==> config.mk <==
export PLATFORM = sky130hd
export DESIGN_NAME = rfid_reader_irq_status
export DESIGN_NICKNAME = d
export VERILOG_FILES = /design/src/design/rfid_irq_pkg.sv /design/src/design/rfid_reader_irq_status.sv
export SDC_FILE = /design/constraint.sdc
export NUM_CORES = 1
export LEC_CHECK = 0
export BUFFER_PORTS_ARGS = -buffer_cell sky130_fd_sc_hd__buf_2
export CORE_ASPECT_RATIO = 0.6
export CORE_UTILIZATION = 45
export CTS_CLUSTER_DIAMETER = 200
export DETAILED_ROUTE_END_ITERATION = 10
export GPL_TIMING_DRIVEN = 0
export PLACE_DENSITY_LB_ADDON = 0.12
export RECOVER_POWER = 50
export SLEW_MARGIN = 0
export SYNTH_ARGS = -nofsm -noshare
export SYNTH_HDL_FRONTEND = slang
export SYNTH_SLANG_ARGS = --single-unit
==> constraint.sdc <==
create_clock -name clk_i -period 3.91 [get_ports clk_i]
set_input_delay 0.391 -clock clk_i [delete_from_list [all_inputs] [get_ports clk_i]]
set_output_delay 0.391 -clock clk_i [all_outputs]
set_load 0.005 [all_outputs]
==> src/design/rfid_irq_pkg.sv <==
// Package: register map, flag layout and water levels for the reader interrupt block
package rfid_irq_pkg;

    // Register offsets
    localparam logic [7:0] FLAGS_ADDR = 8'h08;
    localparam logic [7:0] FIFO_STAT_ADDR = 8'h09;
    localparam logic [7:0] MASK_ADDR = 8'h07;

    // Flag and mask bit positions
    localparam int unsigned BIT_OSC = 7;
    localparam int unsigned BIT_FIELD = 6;
    localparam int unsigned BIT_WATER = 5;
    localparam int unsigned BIT_RX_END = 4;
    localparam int unsigned BIT_TX_END = 3;
    localparam int unsigned BIT_CODING = 2;
    localparam int unsigned BIT_CRC = 1;
    localparam int unsigned BIT_COLL = 0;

    // FIFO status count field position
    localparam int unsigned FIFO_COUNT_LSB_POS = 2;

    // Reset values
    localparam logic [7:0] FLAGS_RESET = 8'h00;
    localparam logic [7:0] MASK_RESET = 8'h00;

    // Water levels in bytes
    localparam logic [5:0] RX_LEVEL_SEL0 = 6'h1c;
    localparam logic [5:0] RX_LEVEL_SEL1 = 6'h18;
    localparam logic [5:0] TX_LEVEL_SEL0 = 6'h04;
    localparam logic [5:0] TX_LEVEL_SEL1 = 6'h08;

    // Event inputs from the framing engine, all on clk_i
    typedef struct packed {
        logic rx_end;
        logic tx_end;
        logic coding_err;
        logic crc_err;
        logic collision;
        logic ca_abort;
    } irq_events_s;

    // Mode and status levels from the rest of the core, all on clk_i
    typedef struct packed {
        logic       iso14443a_mode;
        logic       target_mode;
        logic       main_enable;
        logic       rx_active;
        logic       tx_active;
        logic       rx_level_select;
        logic       tx_level_select;
        logic [5:0] fifo_count;
    } irq_status_s;

endpackage

==> src/design/rfid_reader_irq_status.sv <==
// Interrupt flags, mask and FIFO fill status of the reader core
// Behaviour
// RULE_01: Mask has one bit per source in fixed order; set bit suppresses that source.
// RULE_02: Mask clears to zero at reset and on Set Default.
// RULE_03: Bit 7 sets when oscillator becomes stable after enable.
// RULE_04: Bit 6 sets when target mode, main enable low and RF field detected.
// RULE_05: Bit 6 sets when collision avoidance abandons a transmission.
// RULE_06: Bit 5 sets in receive when FIFO reaches almost-full level.
// RULE_07: Bit 5 sets in transmit when FIFO falls to almost-empty level.
// RULE_08: Bit 4 sets at end of reception.
// RULE_09: Bit 3 sets at end of transmission.
// RULE_10: Bit 2 sets on any receive coding error, parity or framing.
// RULE_11: Bit 1 sets on receive CRC failure.
// RULE_12: Bit 0 reports bit collision, only in ISO-14443A mode.
// RULE_13: Flags clear to zero at reset and on Set Default.
// RULE_14: Reading flags returns them and clears all; controller reads once.
// RULE_15: FIFO status bits 7..2 give unread byte count, 0 to 32.
// RULE_16: Receive water level is 28 bytes, or 24 with select set.
// RULE_17: Transmit water level is 4 bytes, or 8 with select set.
// RULE_18: Interrupt line high while any unmasked flag is set.
`timescale 1ns/1ps
`default_nettype none

module rfid_reader_irq_status
    import rfid_irq_pkg::*;
(
    input  wire logic                       clk_i,
    input  wire logic                       rst_n_i,
    input  wire logic                       clk_en_i,
    input  wire logic                       set_default_i,
    input  wire logic                       osc_stable_i,
    input  wire logic                       ext_field_i,
    input  wire rfid_irq_pkg::irq_events_s  events_i,
    input  wire rfid_irq_pkg::irq_status_s  status_i,
    input  wire logic                       reg_rd_i,
    input  wire logic                       reg_wr_i,
    input  wire logic [7:0]                 reg_addr_i,
    input  wire logic [7:0]                 reg_wdata_i,
    output logic [7:0]                      reg_rdata_o,
    output logic                            irq_line_o
);
    import rfid_irq_pkg::*;

    // Register decode strobes
    logic       flags_sel;
    logic       fifo_sel;
    logic       mask_sel;
    logic       flags_rd;
    logic       mask_wr;

    // Synchronisers and filtered levels
    logic [2:0] osc_sync_q;
    logic [2:0] field_sync_q;
    logic       osc_ok_q;
    logic       field_ok_q;
    logic       flags_osc_seen_q;

    // Previous level conditions for edge detection
    logic       field_cond_q;
    logic       rx_reached_q;
    logic       tx_reached_q;

    // Flag and mask state
    logic [7:0] flags_q;
    logic [7:0] flags_d;
    logic [7:0] mask_q;
    logic [7:0] set_vec;

    // Combinational helpers
    logic [5:0] rx_level;
    logic [5:0] tx_level;
    logic       field_cond;
    logic       rx_reached;
    logic       tx_reached;
    logic [7:0] fifo_stat;

    // Notes for users of this block:
    // Level sources raise a flag only on a rising edge of their condition.
    // A level that stays true after a read therefore does not re-fire;
    // the controller sees one flag per crossing, not a flag storm.
    // Pulse sources are one clock wide and set their flag directly.
    // A source firing in the same cycle as a flag read survives the clear,
    // so no event can slip between the read data and the clear.
    // Set Default wins over every event and over the read clear.
    // The mask gates only the interrupt line; masked flags still latch
    // and read back, so the controller may poll with the line masked.
    // The interrupt line is registered from the next flags: it changes at the
    // same edge as the flags and never glitches while the flag vector settles.
    // Clock enable low freezes every register, synchronisers included,
    // so a pin change during a frozen spell is seen only after release.
    // A select change while a transfer is active may raise the water flag once.
    // The FIFO count is taken as given; values above 32 are not checked.
    // Reads and writes are one-cycle strobes; back-to-back access is fine.
    // Writes to the flag and FIFO status addresses are ignored.
    // Unmapped reads return zero and leave the read-clear flags alone.
    // Read data holds until the next read is taken.
    // A fall and a new rise of the oscillator level give a second flag.
    // Field events pass the same three-stage filter as the oscillator.
    // Limitation: a field glitch shorter than two clocks is lost.

    // Register address decode
    assign flags_sel = (reg_addr_i == FLAGS_ADDR);
    assign fifo_sel  = (reg_addr_i == FIFO_STAT_ADDR);
    assign mask_sel  = (reg_addr_i == MASK_ADDR);

    // Read and write strobes towards the registers
    assign flags_rd = reg_rd_i && flags_sel;
    assign mask_wr  = reg_wr_i && mask_sel;

    // Analog levels enter through three stages; a change is taken only when stages two and three agree
    // Stage one may go metastable, so nothing but stage two reads it
    always_ff @(posedge clk_i or negedge rst_n_i)
    begin
        if (!rst_n_i)
        begin
            osc_sync_q   <= 3'h0;
            field_sync_q <= 3'h0;
            osc_ok_q     <= 1'b0;
            field_ok_q   <= 1'b0;
        end
        else if (clk_en_i)
        begin
            osc_sync_q   <= {osc_sync_q[1:0], osc_stable_i};
            field_sync_q <= {field_sync_q[1:0], ext_field_i};
            if (osc_sync_q[1] == osc_sync_q[2])
            begin
                osc_ok_q <= osc_sync_q[2];
            end
            if (field_sync_q[1] == field_sync_q[2])
            begin
                field_ok_q <= field_sync_q[2];
            end
        end
    end

    // Water level thresholds from the select bits
    assign rx_level = status_i.rx_level_select ? RX_LEVEL_SEL1 : RX_LEVEL_SEL0; // RULE_16
    assign tx_level = status_i.tx_level_select ? TX_LEVEL_SEL1 : TX_LEVEL_SEL0; // RULE_17

    // Level conditions; only their rising edges raise a flag, so a read does not re-fire at once
    // Field condition needs target mode with the main enable off
    assign field_cond = status_i.target_mode && !status_i.main_enable && field_ok_q; // RULE_04
    assign rx_reached = status_i.rx_active && (status_i.fifo_count >= rx_level); // RULE_06
    assign tx_reached = status_i.tx_active && (status_i.fifo_count <= tx_level); // RULE_07

    // Previous values of the level conditions for edge detection
    // Reset to the idle level so no false edge follows reset
    always_ff @(posedge clk_i or negedge rst_n_i)
    begin
        if (!rst_n_i)
        begin
            field_cond_q <= 1'b0;
            rx_reached_q <= 1'b0;
            tx_reached_q <= 1'b0;
        end
        else if (clk_en_i)
        begin
            field_cond_q <= field_cond;
            rx_reached_q <= rx_reached;
            tx_reached_q <= tx_reached;
        end
    end

    // Set vector, one bit per source
    // Collision only counts in ISO-14443A mode
    always_comb
    begin
        set_vec = 8'h00;
        set_vec[BIT_OSC]    = osc_ok_q && !flags_osc_seen_q; // RULE_03
        set_vec[BIT_FIELD]  = (field_cond && !field_cond_q) // RULE_04
                              || events_i.ca_abort; // RULE_05
        set_vec[BIT_WATER]  = (rx_reached && !rx_reached_q) // RULE_06
                              || (tx_reached && !tx_reached_q); // RULE_07
        set_vec[BIT_RX_END] = events_i.rx_end; // RULE_08
        set_vec[BIT_TX_END] = events_i.tx_end; // RULE_09
        set_vec[BIT_CODING] = events_i.coding_err; // RULE_10
        set_vec[BIT_CRC]    = events_i.crc_err; // RULE_11
        set_vec[BIT_COLL]   = events_i.collision && status_i.iso14443a_mode; // RULE_12
    end

    // Oscillator flag fires once per rise of the stable level
    // Seen bit lags the filtered level by one edge
    always_ff @(posedge clk_i or negedge rst_n_i)
    begin
        if (!rst_n_i)
        begin
            flags_osc_seen_q <= 1'b0;
        end
        else if (clk_en_i)
        begin
            flags_osc_seen_q <= osc_ok_q; // RULE_03
        end
    end

    // Read of the flag register clears it, but an event in the same cycle survives
    // Order matters: clear first, then set, then Set Default on top
    always_comb
    begin
        flags_d = flags_q;
        if (flags_rd)
        begin
            flags_d = FLAGS_RESET; // RULE_14
        end
        flags_d = flags_d | set_vec;
        if (set_default_i)
        begin
            flags_d = FLAGS_RESET; // RULE_13
        end
    end

    // Flag register
    // Held while the clock enable is low, pending flags included
    always_ff @(posedge clk_i or negedge rst_n_i)
    begin
        if (!rst_n_i)
        begin
            flags_q <= FLAGS_RESET; // RULE_13
        end
        else if (clk_en_i)
        begin
            flags_q <= flags_d;
        end
    end

    // Mask register, written by the controller
    // Set Default takes priority over a write in the same cycle
    always_ff @(posedge clk_i or negedge rst_n_i)
    begin
        if (!rst_n_i)
        begin
            mask_q <= MASK_RESET; // RULE_02
        end
        else if (clk_en_i)
        begin
            if (set_default_i)
            begin
                mask_q <= MASK_RESET; // RULE_02
            end
            else if (mask_wr)
            begin
                mask_q <= reg_wdata_i; // RULE_01
            end
        end
    end

    // FIFO status: count in bits 7..2, the rest read as zero here
    // Overflow and receive activity bits live elsewhere
    always_comb
    begin
        fifo_stat = 8'h00;
        fifo_stat[7:FIFO_COUNT_LSB_POS] = status_i.fifo_count; // RULE_15
    end

    // Read data captured on the read strobe; the flag value is the one before clearing
    // Unmapped addresses read as zero
    always_ff @(posedge clk_i or negedge rst_n_i)
    begin
        if (!rst_n_i)
        begin
            reg_rdata_o <= 8'h00;
        end
        else if (clk_en_i && reg_rd_i)
        begin
            if (flags_sel)
            begin
                reg_rdata_o <= flags_q; // RULE_14
            end
            else if (fifo_sel)
            begin
                reg_rdata_o <= fifo_stat; // RULE_15
            end
            else if (mask_sel)
            begin
                reg_rdata_o <= mask_q;
            end
            else
            begin
                reg_rdata_o <= 8'h00;
            end
        end
    end

    // Interrupt line registered from the next flags; rises in the same cycle as the flag, and glitch free
    // Computed from the next flags so it rises at the edge that sets the flag
    always_ff @(posedge clk_i or negedge rst_n_i)
    begin
        if (!rst_n_i)
        begin
            irq_line_o <= 1'b0;
        end
        else if (clk_en_i)
        begin
            irq_line_o <= |(flags_d & ~mask_q); // RULE_18 RULE_01
        end
    end

endmodule

`default_nettype wire

==> flow_metrics.tcl <==
set metrics [dict create \
    status "complete, but fails checks" \
    violations "max-capacitance violations, max-slew violations" \
    yosysSeqAreaShare_pct 47.25 \
    drv_cap 1 \
    yosys.area.top_type "dfrtp_1" \
    arrival_ns 2.26 \
    portBuffers 51 \
    n_antenna_cell 0 \
    synth_top_area_share_pct 47.25 \
    root_buffer "clkbuf_8" \
    fillCellCount 414 \
    cts.path.max_buffers 2 \
    startpoint "reg_addr_i[7]" \
    syn2layout_area_growth_pct 20.94 \
    power_density_mw_per_mm2 380.4 \
    synthCells 193 \
    synth_area_leaders "dfrtp_1 (47%), o21ai_0 (5.1%), o41ai_2 (4.2%)" \
    min_period_over_period_pct 52.25 \
    ys_async_sr_fraction_pct 100.0 \
    synth-simple-area-share_pct 12.39 \
    synth-edff-count 0 \
    synth_fa_ha_area_share_pct 1.916 \
    yosysWarnings 0 \
    clkLatencyLatePin_ns 0.29 \
    post_cts_buffers 0 \
    tns_ns 0 \
    slew_headroom_pct -33.12 \
    drc 0 \
    routed-via-count 1744 \
    wl_per_cell_um 15.74 \
    synth_mux_area_share_pct 3.831 \
    layout-drive-gt1-share_pct 30.95 \
    cp_top_family "simple AND/OR/NAND/NOR gates" \
    switchingPower_uw 270.4 \
    min_period_ns 2.043 \
    slew_viol_final 38 \
    drtPass1Iterations 5 \
    cts.clk_slew.worst_paths_ns 0.07 \
    grt_max_degree 38 \
    mappedNetlistArea_sq_mm 0.001959 \
    crit_path_max_incr_delay_ns 0.56 \
    ios 52 \
    detail_route.vias_per_cell 5.590 \
    dp_hpwl_um 3696 \
    yosys_register_bits 37 \
    worst_pin_slew_ns 1.997 \
    gp_congestion 0.8273 \
    yosys-top-cells-count "dfrtp_1 (37), inv_1 (20), o21ai_0 (20)" \
    holdWs_ns 0.3238 \
    ctsResizeCount 0 \
    finalHoldViolations 0 \
    syn_nets 239 \
    cts_tree "built" \
    ys.flop_type "dfrtp_1" \
    core_sq_mm 0.004144 \
    final_cells 312 \
    syn-mean-instance-area_sq_um 10.15 \
    skew_ns 0.003277 \
    cp-start-kind "input pin" \
    synth_compound_area_share_pct 28.42 \
    cts_hold_buf 0 \
    initial_utilization_pct 47.28 \
    crit_chain "buf_2, or4_4, nor4_4, a21oi_2, nor2_2, mux2i_1" \
    worstHoldStart "ext_field_i" \
    layout.nets 297 \
    pwr-share-comb_pct 18.5 \
    rsz0062_at_grt "no" \
    path_buf_inv 1 \
    rr_startpoint "mask_q[5]" \
    hp-class "input pin to flip-flop" \
    synth_top_family_by_area "compound AO/OA/AOI/OAI gates" \
    grt_pass1_vias 1573 \
    peakVddDrop_mv 0.1572 \
    antenna_found_initial 0 \
    place_inst 304 \
    p_clk_share_pct 29.0 \
    yosysMostFrequentCell "dfrtp_1" \
    crit_path_end_kind "flip-flop" \
    die_y_um 53.11 \
    power_frac_seq_pct 52.5 \
    rows 18 \
    crit_path_max_fanout 9 \
    routed_wl_um 4912 \
    crit_required_ns 4.13 \
    p_int_uw 631.0 \
    critPathKind "input pin to flip-flop" \
    sw_frac_of_total_pct 29.99 \
    grt-ovfl-total 0 \
    postRouteAntennaNets 0 \
    ys_types 42 \
    grt_pass1_wl_um 7872 \
    detail_route.iter0.violations 147 \
    crit_slowest_cell "or4_4" \
    clock_sink_count 37 \
    synth_xor_area_share_pct 0 \
    leakagePower_uw 0.001098 \
    setup_viol 0 \
    htreeDepth 2 \
    numCtsBuffers 5 \
    fp.dieW_um 87.19 \
    die-area_sq_mm 0.004630 \
    track_usage_pct 23.86 \
    timing.fmax_ghz 0.4895 \
]
per-layer routing:
layer / up-vias / track usage, % / share of wire (%)
li1: 835 / - / -
met1: 848 / 35.53 / 52
met2: 53 / 33.86 / 41
met3: 8 / 5.304 / 5.3
met4: 0 / 8.197 / 1.3
met5: - / 0 / 0
power groups by stage:
stage / clock network (uW) / logic, uW / registers (uW)
after floorplan: 0 / 108 / 468
after global routing: 277 / 188 / 480
final: 261 / 167 / 474
after detailed placement: 0 / 167 / 480
after global placement: 0 / 164 / 480
after CTS: 267 / 168 / 472
through the flow:
step                power [uW]  worst slack, ns  util (%)  cell area [sq um]
finish                   901.4            1.867     57.19               2370
global route             944.7            1.704     57.19               2370
CTS                      906.7            1.899     57.25               2372
detailed placement       646.7            1.598     55.25               2290
global placement         643.6            1.599     55.25               2290
floorplan                575.6            1.957         -               1959
logic make-up (layout without fill, tap and decap cells):
group | Yosys count | in the layout
buf+inv | 30 | 89
flops | 37 | 37
mux | 7 | 7
compound gates | 71 | 71
fa+ha+maj | 3 | 3
simple gates | 45 | 45
final timing paths:
| kind | cells after the start | to | slack [ns] |
|---|---|---|---|
| min | 2 | field_sync_q[0] | 0.32 |
| min reg2reg | 2 | reg_rdata_o[5] | 0.48 |
| max reg2reg | 5 | irq_line_o | 2.35 |
| min in group asynchronous | 1 | reg_rdata_o[5] | 0.65 |
| max | 6 | mask_q[5] | 1.87 |
| max in group asynchronous | 1 | flags_q[6] | 2.11 |
cells in the final DEF, fill, tap and decap left out, drive strengths merged, types with 3 or more instances in the layout:
| cell type | n |
|---|---|
| clkbuf | 14 |
| a21oi | 6 |
| o41ai | 5 |
| mux2i | 3 |
| buf | 52 |
| nor3 | 5 |
| nand2 | 19 |
| o21ai | 25 |
| ha | 3 |
| a22oi | 8 |
| a222oi | 8 |
| clkinv | 3 |
| dfrtp | 37 |
| nor2 | 8 |
| inv | 20 |
| o2bb2ai | 7 |
| nand2b | 4 |
| mux2 | 4 |
sequential cells by signal (all words and copies together), names as in the netlist:
signal,flops
osc_sync_q,3
irq_line_o,1
osc_ok_q,1
tx_reached_q,1
mask_q,8
flags_osc_seen_q,1
rx_reached_q,1
reg_rdata_o,8
field_cond_q,1
field_sync_q,3
flags_q,8
field_ok_q,1
cell type report:
class / instances / area, sq um / area share (%)
clock inverter: 2 / 10.01 / 0.4224
buffer: 9 / 42.54 / 1.795
multi-input combinational: 126 / 912.1 / 38.49
inverter: 21 / 78.83 / 3.326
timing repair buffer: 51 / 252.7 / 10.67
sequential: 37 / 925.9 / 39.07
tap: 60 / 75.07 / 3.168
clock buffer: 6 / 72.57 / 3.062
No activity file was read; power rests on OpenSTA's default activity.
